### src/logic/ppde_regs.svh
`ifndef PPDE_REGS_SVH
`define PPDE_REGS_SVH

// Register indices; each register takes one aligned word at four times its index
`define PPDE_IDX_G 14'h30b6
`define PPDE_IDX_H 14'h30b7
`define PPDE_IDX_A 14'h30b8
`define PPDE_IDX_B 14'h30b9

`define PPDE_ADDR_G {`PPDE_IDX_G, 2'b00}
`define PPDE_ADDR_H {`PPDE_IDX_H, 2'b00}
`define PPDE_ADDR_A {`PPDE_IDX_A, 2'b00}
`define PPDE_ADDR_B {`PPDE_IDX_B, 2'b00}

// Writable bit positions; zeros are reserved and read as zero
`define PPDE_MASK_G 8'h0f
`define PPDE_MASK_H 8'hc7
`define PPDE_MASK_A 8'hef
`define PPDE_MASK_B 8'hff

`define PPDE_RESET_G 8'h00
`define PPDE_RESET_H 8'h00
`define PPDE_RESET_A 8'h00
`define PPDE_RESET_B 8'h00

`define PPDE_RESP_OKAY 2'b00
`define PPDE_RESP_SLVERR 2'b10

`endif

### src/logic/ppde_pkg.sv
`include "ppde_regs.svh"

package ppde_pkg;

	typedef enum logic [4:0] {
		PPDE_SEL_NONE = 5'b00001,
		PPDE_SEL_G = 5'b00010,
		PPDE_SEL_H = 5'b00100,
		PPDE_SEL_A = 5'b01000,
		PPDE_SEL_B = 5'b10000
	} ppde_sel_t;

	typedef enum logic [1:0] {
		PPDE_CH_IDLE = 2'b01,
		PPDE_CH_RESP = 2'b10
	} ppde_ch_state_t;

	// Byte address to register select; anything else is unmapped
	function automatic ppde_sel_t ppde_decode(input logic [15:0] addr);
		ppde_sel_t sel;
		sel = PPDE_SEL_NONE;
		if (addr == `PPDE_ADDR_G)
			sel = PPDE_SEL_G;
		else if (addr == `PPDE_ADDR_H)
			sel = PPDE_SEL_H;
		else if (addr == `PPDE_ADDR_A)
			sel = PPDE_SEL_A;
		else if (addr == `PPDE_ADDR_B)
			sel = PPDE_SEL_B;
		return sel;
	endfunction

endpackage

### src/logic/ppde_wr_chan.sv
`timescale 1ns/1ps
`include "ppde_regs.svh"

module ppde_wr_chan
	import ppde_pkg::*;
(
	// Clock and reset
	input wire logic aclk,
	input wire logic aresetn,
	// AXI4-Lite write channels
	input wire logic [15:0] s_axi_awaddr,
	input wire logic s_axi_awvalid,
	output logic s_axi_awready,
	input wire logic [31:0] s_axi_wdata,
	input wire logic [3:0] s_axi_wstrb,
	input wire logic s_axi_wvalid,
	output logic s_axi_wready,
	output logic [1:0] s_axi_bresp,
	output logic s_axi_bvalid,
	input wire logic s_axi_bready,
	// Register side
	output logic wr_commit,
	output logic [15:0] wr_addr,
	output logic [31:0] wr_data,
	output logic [3:0] wr_strb,
	input wire logic wr_ok
);

	ppde_ch_state_t state, next_state;
	logic have_aw, next_have_aw;
	logic have_w, next_have_w;
	logic [15:0] next_wr_addr;
	logic [31:0] next_wr_data;
	logic [3:0] next_wr_strb;
	logic next_awready, next_wready, next_bvalid;
	logic [1:0] next_bresp;

	// Address and data are held apart until both are in, so either order works
	assign wr_commit = (state == PPDE_CH_IDLE) && have_aw && have_w;

	always_comb
	begin
		next_state = state;
		next_have_aw = have_aw;
		next_have_w = have_w;
		next_wr_addr = wr_addr;
		next_wr_data = wr_data;
		next_wr_strb = wr_strb;
		next_bvalid = s_axi_bvalid;
		next_bresp = s_axi_bresp;
		case (state)
			PPDE_CH_IDLE:
			begin
				if (wr_commit)
				begin
					next_have_aw = 1'b0;
					next_have_w = 1'b0;
					next_bvalid = 1'b1;
					next_bresp = wr_ok ? `PPDE_RESP_OKAY : `PPDE_RESP_SLVERR;
					next_state = PPDE_CH_RESP;
				end
				else
				begin
					if (s_axi_awvalid && s_axi_awready)
					begin
						next_have_aw = 1'b1;
						next_wr_addr = s_axi_awaddr;
					end
					if (s_axi_wvalid && s_axi_wready)
					begin
						next_have_w = 1'b1;
						next_wr_data = s_axi_wdata;
						next_wr_strb = s_axi_wstrb;
					end
				end
			end
			PPDE_CH_RESP:
			begin
				if (s_axi_bready)
				begin
					next_bvalid = 1'b0;
					next_state = PPDE_CH_IDLE;
				end
			end
			default:
			begin
				next_state = PPDE_CH_IDLE;
				next_have_aw = 1'b0;
				next_have_w = 1'b0;
				next_bvalid = 1'b0;
			end
		endcase
		next_awready = (next_state == PPDE_CH_IDLE) && !next_have_aw;
		next_wready = (next_state == PPDE_CH_IDLE) && !next_have_w;
	end

	always_ff @(posedge aclk)
	begin
		if (!aresetn)
		begin
			state <= PPDE_CH_IDLE;
			have_aw <= 1'b0;
			have_w <= 1'b0;
			wr_addr <= 16'h0000;
			wr_data <= 32'h00000000;
			wr_strb <= 4'h0;
			s_axi_awready <= 1'b0;
			s_axi_wready <= 1'b0;
			s_axi_bvalid <= 1'b0;
			s_axi_bresp <= `PPDE_RESP_OKAY;
		end
		else
		begin
			state <= next_state;
			have_aw <= next_have_aw;
			have_w <= next_have_w;
			wr_addr <= next_wr_addr;
			wr_data <= next_wr_data;
			wr_strb <= next_wr_strb;
			s_axi_awready <= next_awready;
			s_axi_wready <= next_wready;
			s_axi_bvalid <= next_bvalid;
			s_axi_bresp <= next_bresp;
		end
	end

endmodule // ppde_wr_chan

### src/logic/ppde_rd_chan.sv
`timescale 1ns/1ps
`include "ppde_regs.svh"

module ppde_rd_chan
	import ppde_pkg::*;
(
	// Clock and reset
	input wire logic aclk,
	input wire logic aresetn,
	// AXI4-Lite read channels
	input wire logic [15:0] s_axi_araddr,
	input wire logic s_axi_arvalid,
	output logic s_axi_arready,
	output logic [31:0] s_axi_rdata,
	output logic [1:0] s_axi_rresp,
	output logic s_axi_rvalid,
	input wire logic s_axi_rready,
	// Register side: value and decode for the address on the bus now
	input wire logic [31:0] rd_value,
	input wire logic rd_ok
);

	ppde_ch_state_t state, next_state;
	logic next_arready, next_rvalid;
	logic [31:0] next_rdata;
	logic [1:0] next_rresp;

	always_comb
	begin
		next_state = state;
		next_rvalid = s_axi_rvalid;
		next_rdata = s_axi_rdata;
		next_rresp = s_axi_rresp;
		case (state)
			PPDE_CH_IDLE:
			begin
				if (s_axi_arvalid && s_axi_arready)
				begin
					// Unmapped reads answer zero with an error
					next_rdata = rd_ok ? rd_value : 32'h00000000;
					next_rresp = rd_ok ? `PPDE_RESP_OKAY : `PPDE_RESP_SLVERR;
					next_rvalid = 1'b1;
					next_state = PPDE_CH_RESP;
				end
			end
			PPDE_CH_RESP:
			begin
				if (s_axi_rready)
				begin
					next_rvalid = 1'b0;
					next_state = PPDE_CH_IDLE;
				end
			end
			default:
			begin
				next_state = PPDE_CH_IDLE;
				next_rvalid = 1'b0;
			end
		endcase
		next_arready = (next_state == PPDE_CH_IDLE);
	end

	always_ff @(posedge aclk)
	begin
		if (!aresetn)
		begin
			state <= PPDE_CH_IDLE;
			s_axi_arready <= 1'b0;
			s_axi_rvalid <= 1'b0;
			s_axi_rdata <= 32'h00000000;
			s_axi_rresp <= `PPDE_RESP_OKAY;
		end
		else
		begin
			state <= next_state;
			s_axi_arready <= next_arready;
			s_axi_rvalid <= next_rvalid;
			s_axi_rdata <= next_rdata;
			s_axi_rresp <= next_rresp;
		end
	end

endmodule // ppde_rd_chan

### src/logic/ppde_top.sv
`timescale 1ns/1ps
`include "ppde_regs.svh"

module ppde_top
	import ppde_pkg::*;
(
	// Clock and reset
	input wire logic aclk,
	input wire logic aresetn,
	// AXI4-Lite write
	input wire logic [15:0] s_axi_awaddr,
	input wire logic s_axi_awvalid,
	output logic s_axi_awready,
	input wire logic [31:0] s_axi_wdata,
	input wire logic [3:0] s_axi_wstrb,
	input wire logic s_axi_wvalid,
	output logic s_axi_wready,
	output logic [1:0] s_axi_bresp,
	output logic s_axi_bvalid,
	input wire logic s_axi_bready,
	// AXI4-Lite read
	input wire logic [15:0] s_axi_araddr,
	input wire logic s_axi_arvalid,
	output logic s_axi_arready,
	output logic [31:0] s_axi_rdata,
	output logic [1:0] s_axi_rresp,
	output logic s_axi_rvalid,
	input wire logic s_axi_rready,
	// Pad controls
	output logic [3:0] g_drive_en,
	output logic [7:0] h_drive_en,
	output logic [7:0] a_sense_en,
	output logic [7:0] b_sense_en
);

	logic [7:0] port_g_output_enable, next_port_g_output_enable;
	logic [7:0] port_h_output_enable, next_port_h_output_enable;
	logic [7:0] port_a_input_enable, next_port_a_input_enable;
	logic [7:0] port_b_input_enable, next_port_b_input_enable;
	logic wr_commit;
	logic [15:0] wr_addr;
	logic [31:0] wr_data;
	logic [3:0] wr_strb;
	ppde_sel_t wr_sel;
	ppde_sel_t rd_sel;
	logic [7:0] rd_byte;

	// Only the low byte lane carries a register; reserved bits never take a one
	function automatic logic [7:0] masked_write(input logic [7:0] data, input logic [7:0] mask);
		return data & mask;
	endfunction

	assign wr_sel = ppde_decode(wr_addr);
	assign rd_sel = ppde_decode(s_axi_araddr);

	always_comb
	begin
		next_port_g_output_enable = port_g_output_enable;
		next_port_h_output_enable = port_h_output_enable;
		next_port_a_input_enable = port_a_input_enable;
		next_port_b_input_enable = port_b_input_enable;
		if (wr_commit && wr_strb[0])
		begin
			case (wr_sel)
				PPDE_SEL_G:
					next_port_g_output_enable = masked_write(wr_data[7:0], `PPDE_MASK_G);
				PPDE_SEL_H:
					next_port_h_output_enable = masked_write(wr_data[7:0], `PPDE_MASK_H);
				PPDE_SEL_A:
					next_port_a_input_enable = masked_write(wr_data[7:0], `PPDE_MASK_A);
				PPDE_SEL_B:
					next_port_b_input_enable = masked_write(wr_data[7:0], `PPDE_MASK_B);
				default:
				begin
				end
			endcase
		end
	end

	always_ff @(posedge aclk)
	begin
		if (!aresetn)
		begin
			port_g_output_enable <= `PPDE_RESET_G;
			port_h_output_enable <= `PPDE_RESET_H;
			port_a_input_enable <= `PPDE_RESET_A;
			port_b_input_enable <= `PPDE_RESET_B;
		end
		else
		begin
			port_g_output_enable <= next_port_g_output_enable;
			port_h_output_enable <= next_port_h_output_enable;
			port_a_input_enable <= next_port_a_input_enable;
			port_b_input_enable <= next_port_b_input_enable;
		end
	end

	// Read value is masked again so reserved bits stay zero even if a flop upsets
	always_comb
	begin
		case (rd_sel)
			PPDE_SEL_G:
				rd_byte = port_g_output_enable & `PPDE_MASK_G;
			PPDE_SEL_H:
				rd_byte = port_h_output_enable & `PPDE_MASK_H;
			PPDE_SEL_A:
				rd_byte = port_a_input_enable & `PPDE_MASK_A;
			PPDE_SEL_B:
				rd_byte = port_b_input_enable & `PPDE_MASK_B;
			default:
				rd_byte = 8'h00;
		endcase
	end

	// Pads follow the register flops directly
	assign g_drive_en = port_g_output_enable[3:0];
	assign h_drive_en = port_h_output_enable;
	assign a_sense_en = port_a_input_enable;
	assign b_sense_en = port_b_input_enable;

	ppde_wr_chan u_wr
	(
		.aclk(aclk),
		.aresetn(aresetn),
		.s_axi_awaddr(s_axi_awaddr),
		.s_axi_awvalid(s_axi_awvalid),
		.s_axi_awready(s_axi_awready),
		.s_axi_wdata(s_axi_wdata),
		.s_axi_wstrb(s_axi_wstrb),
		.s_axi_wvalid(s_axi_wvalid),
		.s_axi_wready(s_axi_wready),
		.s_axi_bresp(s_axi_bresp),
		.s_axi_bvalid(s_axi_bvalid),
		.s_axi_bready(s_axi_bready),
		.wr_commit(wr_commit),
		.wr_addr(wr_addr),
		.wr_data(wr_data),
		.wr_strb(wr_strb),
		.wr_ok(wr_sel != PPDE_SEL_NONE)
	);

	ppde_rd_chan u_rd
	(
		.aclk(aclk),
		.aresetn(aresetn),
		.s_axi_araddr(s_axi_araddr),
		.s_axi_arvalid(s_axi_arvalid),
		.s_axi_arready(s_axi_arready),
		.s_axi_rdata(s_axi_rdata),
		.s_axi_rresp(s_axi_rresp),
		.s_axi_rvalid(s_axi_rvalid),
		.s_axi_rready(s_axi_rready),
		.rd_value({24'h000000, rd_byte}),
		.rd_ok(rd_sel != PPDE_SEL_NONE)
	);

endmodule // ppde_top

### config.mk
export PLATFORM = sky130hd
export DESIGN_NAME = ppde_top
export DESIGN_NICKNAME = d
export VERILOG_FILES = /design/src/logic/ppde_pkg.sv /design/src/logic/ppde_wr_chan.sv /design/src/logic/ppde_rd_chan.sv /design/src/logic/ppde_top.sv
export VERILOG_INCLUDE_DIRS = /design/src /design/src/logic
export SDC_FILE = /design/constraint.sdc
export NUM_CORES = 1
export LEC_CHECK = 0
export BUFFER_PORTS_ARGS = -buffer_cell sky130_fd_sc_hd__buf_2
export CAP_MARGIN = 25
export CORE_ASPECT_RATIO = 1.2
export CORE_MARGIN = 3
export CORE_UTILIZATION = 25
export DETAILED_ROUTE_END_ITERATION = 8
export HOLD_SLACK_MARGIN = 0.12
export SYNTH_ARGS = -nofsm -noshare
export SYNTH_HDL_FRONTEND = slang
export SYNTH_SLANG_ARGS = --single-unit
### constraint.sdc
create_clock -name aclk -period 2 [get_ports aclk]
set_input_delay 0.1 -clock aclk [delete_from_list [all_inputs] [get_ports aclk]]
set_output_delay 0.1 -clock aclk [all_outputs]
set_load 0.005 [all_outputs]
==> impl_metrics.py <==
metrics = {
    "critical_path": {
        "cp-end-kind": "register",
        "cp-start-kind": "register",
        "cp_max_fo": 7,
        "arrival_ns": 2.10,
        "critPathRequiredTime_ns": 2.26,
        "critPathKind": "register to register",
    },
    "global_route": {
        "grt_usage": 0.1163,
        "first_global_vias": 2659,
        "overflow": 0,
        "antenna_found_initial": 0,
        "grt_max_degree": 40,
        "grt_pass1_wl_um": 12680,
    },
    "sta": {
        "finalCriticalPeriod_ns": 1.835,
        "hold_viol": 0,
        "finalSetupTns_ns": 0,
        "slew_violations": 0,
        "hold_ws_ns": 0.1856,
        "fin_crit_sh": 0.9177,
        "rsz0062_at_grt": "no",
        "finClkSkew_ns": 0.006371,
        "setup_viol": 0,
        "clock.fmax_ghz": 0.5448,
        "worst_slack_ns": 0.1645,
    },
    "final_layout": {
        "antenna_cells": 0,
        "final_nets": 545,
        "syn_to_final_growth_pct": 33.90,
        "final_layout_size_suffix_gt1_frac": 0.2590,
        "stdcell_count": 632,
    },
    "synthesis": {
        "synth_top_cell_area_share": 0.4409,
        "syn_area_per_cell_um2": 9.080,
        "synth_flop_cell": "dfxtp_1",
        "synth_top_cell_by_area": "dfxtp_1",
        "ys_types": 50,
        "synth_area_leaders": "dfxtp_1, mux2i_1, nand2_1",
        "ys_async_sr_fraction": 0,
        "netlist_instances": 350,
        "ys_ff_latch": 70,
        "synth_edf_count": 0,
        "ys_seq_area_frac": 0.4409,
        "synth_warnings": 0,
        "synth_area_um2": 3178,
    },
    "hold_path": {
        "min_path_type": "input port to register",
    },
    "detailed_routing": {
        "vias": 2714,
        "ant_nets": 0,
        "vias_per_cell": 4.294,
        "remaining_drc_errors": 0,
        "wl_per_cell_um": 12.63,
        "drtIter0Drc": 107,
        "routed_wl_um": 7980,
        "first_pass_iters": 4,
    },
    "die": {
        "die_h_um": 129.5,
        "io_pins": 144,
        "dieArea_um2": 14110,
        "num_rows": 44,
        "start_util": 0.2589,
        "die_w_um": 108.9,
        "core_region_area_um2": 12280,
    },
    "power_and_ir_drop": {
        "power_frac_seq": 0.412,
        "p_clk_frac": 0.392,
        "power.switching_uw": 1115,
        "swShare": 0.2762,
        "power_leakage_uw": 0.001910,
        "combPwrFrac": 0.196,
        "ir_drop_mv": 0.3061,
        "power_density_nw_per_um2": 948.9,
        "p_int_uw": 2923,
    },
    "clock_tree": {
        "cts_root_buf": "clkbuf_16",
        "cts_inserted_buffers": 9,
        "clock_sinks": 70,
        "path_clk_slew_ns": 0.06,
        "cts_buffer_depth": 2,
        "cts_tree": "done",
        "clk_latency_ns": 0.33,
        "cts_htree_levels": 3,
    },
    "placement": {
        "globalplace.congestion": 0.7753,
        "port_buffers": 86,
        "dpl.cell_count": 587,
        "dp_slack_ns": 0.1639,
        "hpwl_um": 6042,
    },
    "status": {
        "outcome": "complete, no violations",
    },
    "run": {
        "maxCapViolations": 0,
    },
}
logic make-up after synthesis:
| kind of cell | synth area share |
|---|---|
| AO/OA/AOI/OAI | 0.1181 |
| adder cells (fa/ha/maj) | 0.01575 |
| buffers and inverters | 0.1039 |
| flip-flops | 0.4409 |
| multiplexers | 0.1264 |
| other | 0.001180 |
| AND/OR/NAND/NOR | 0.1937 |
flip-flops by register name, indices dropped and copies added, names as in the netlist, 2 cells and up:
name                  flops
u_wr.wr_addr             16
b_sense_en                8
u_rd.s_axi_rdata          8
u_wr.wr_data              8
a_sense_en                7
h_drive_en                5
port_g_output_enable      4
u_rd.state                2
u_wr.state                2
metrics by stage:
| stage | power [µW] | util | cell area [µm²] |
|---|---|---|---|
| after global placement | 2415 | 0.2978 | 3656 |
| after detailed placement | 2440 | 0.2978 | 3656 |
| after global routing | 4280 | 0.3466 | 4255 |
| after floorplan | 2244 | - | 3287 |
| after CTS | 4093 | 0.3459 | 4247 |
| final | 4038 | 0.3466 | 4255 |
cell type report:
class / instances / area (µm²)
clock buffers: 10 / 239.0
clock inverters: 6 / 61.31
fillers: 1262 / 8021
inverters: 6 / 22.52
multi-input cells: 258 / 1564
flip-flops and latches: 70 / 1401
well taps: 161 / 201.4
repair buffers: 121 / 765.7
final timing paths:
kind / from / endpoint / slack [ns] / cells past startpoint
hold reg to reg: u_rd.s_axi_rdata[5] / u_rd.s_axi_rdata[5] / 0.45 / 2
setup reg to reg: u_wr.wr_addr[0] / a_sense_en[7] / 0.16 / 4
hold / removal: s_axi_rready / u_rd.state[0] / 0.19 / 4
setup / recovery: u_wr.wr_addr[0] / a_sense_en[7] / 0.16 / 4
power groups by stage:
stage	registers (µW)	logic (µW)	clock network (µW)
2_1_floorplan	1670	573	0
5_1_grt	1690	902	1690
3_3_place_gp	1680	734	0
4_1_cts	1660	798	1630
3_5_place_dp	1690	751	0
6_report	1660	792	1580
worst max-delay path: stages (launching register included):
cell,delay (ns)
dfxtp_1,0.30
or4b_1,0.59
nor3_1,0.27
and3_2,0.38
mux2i_1,0.22
layout by cell type (no fill, tap or decap), drive strengths merged, types with 3 or more instances in the layout:
master / netlist / final
nor3: 3 / 3
clkbuf: 10 / 10
buf: 35 / 92
inv: 6 / 6
and3: 5 / 5
clkinv: 0 / 4
nand2: 69 / 69
nand3: 6 / 6
dlygate4sd3: 0 / 29
conb: 1 / 30
ha: 4 / 4
a22o: 10 / 10
a21oi: 19 / 19
o22ai: 4 / 4
o21ai: 6 / 6
nand4: 4 / 4
mux2i: 39 / 39
dfxtp: 70 / 70
or2: 3 / 3
nor2: 23 / 23
a31oi: 4 / 4
cell usage after synthesis (all sizes together), types with 2 or more instances:
library cell	n
dfxtp	70
nand2	69
mux2i	39
buf	35
nor2	23
a21oi	19
a22o	10
clkbuf	10
inv	6
nand3	6
o21ai	6
and3	5
a31oi	4
ha	4
nand4	4
o22ai	4
nor3	3
or2	3
a21o	2
a22oi	2
nor2b	2
nor3b	2
nor4bb	2
o21bai	2
or4b	2
layer usage:
layer | up-vias | share of wire | global-route usage
met3 | 16 | 0.065 | 0.04136
met5 | - | 0 | 0
met4 | 0 | 0.026 | 0.05646
met2 | 75 | 0.48 | 0.1916
li1 | 1377 | - | -
met1 | 1246 | 0.42 | 0.1331
repair_timing:
| action | CTS | global route |
|---|---|---|
| resized for setup | 0 | 2 |
| endpoints found under the setup margin | 0 | 21 |
| hold endpoints to repair | 28 | 0 |
| buffers inserted | 0 | 0 |
| hold buffers | 29 | 0 |
Note: power is estimated with default switching activity, not from simulation.
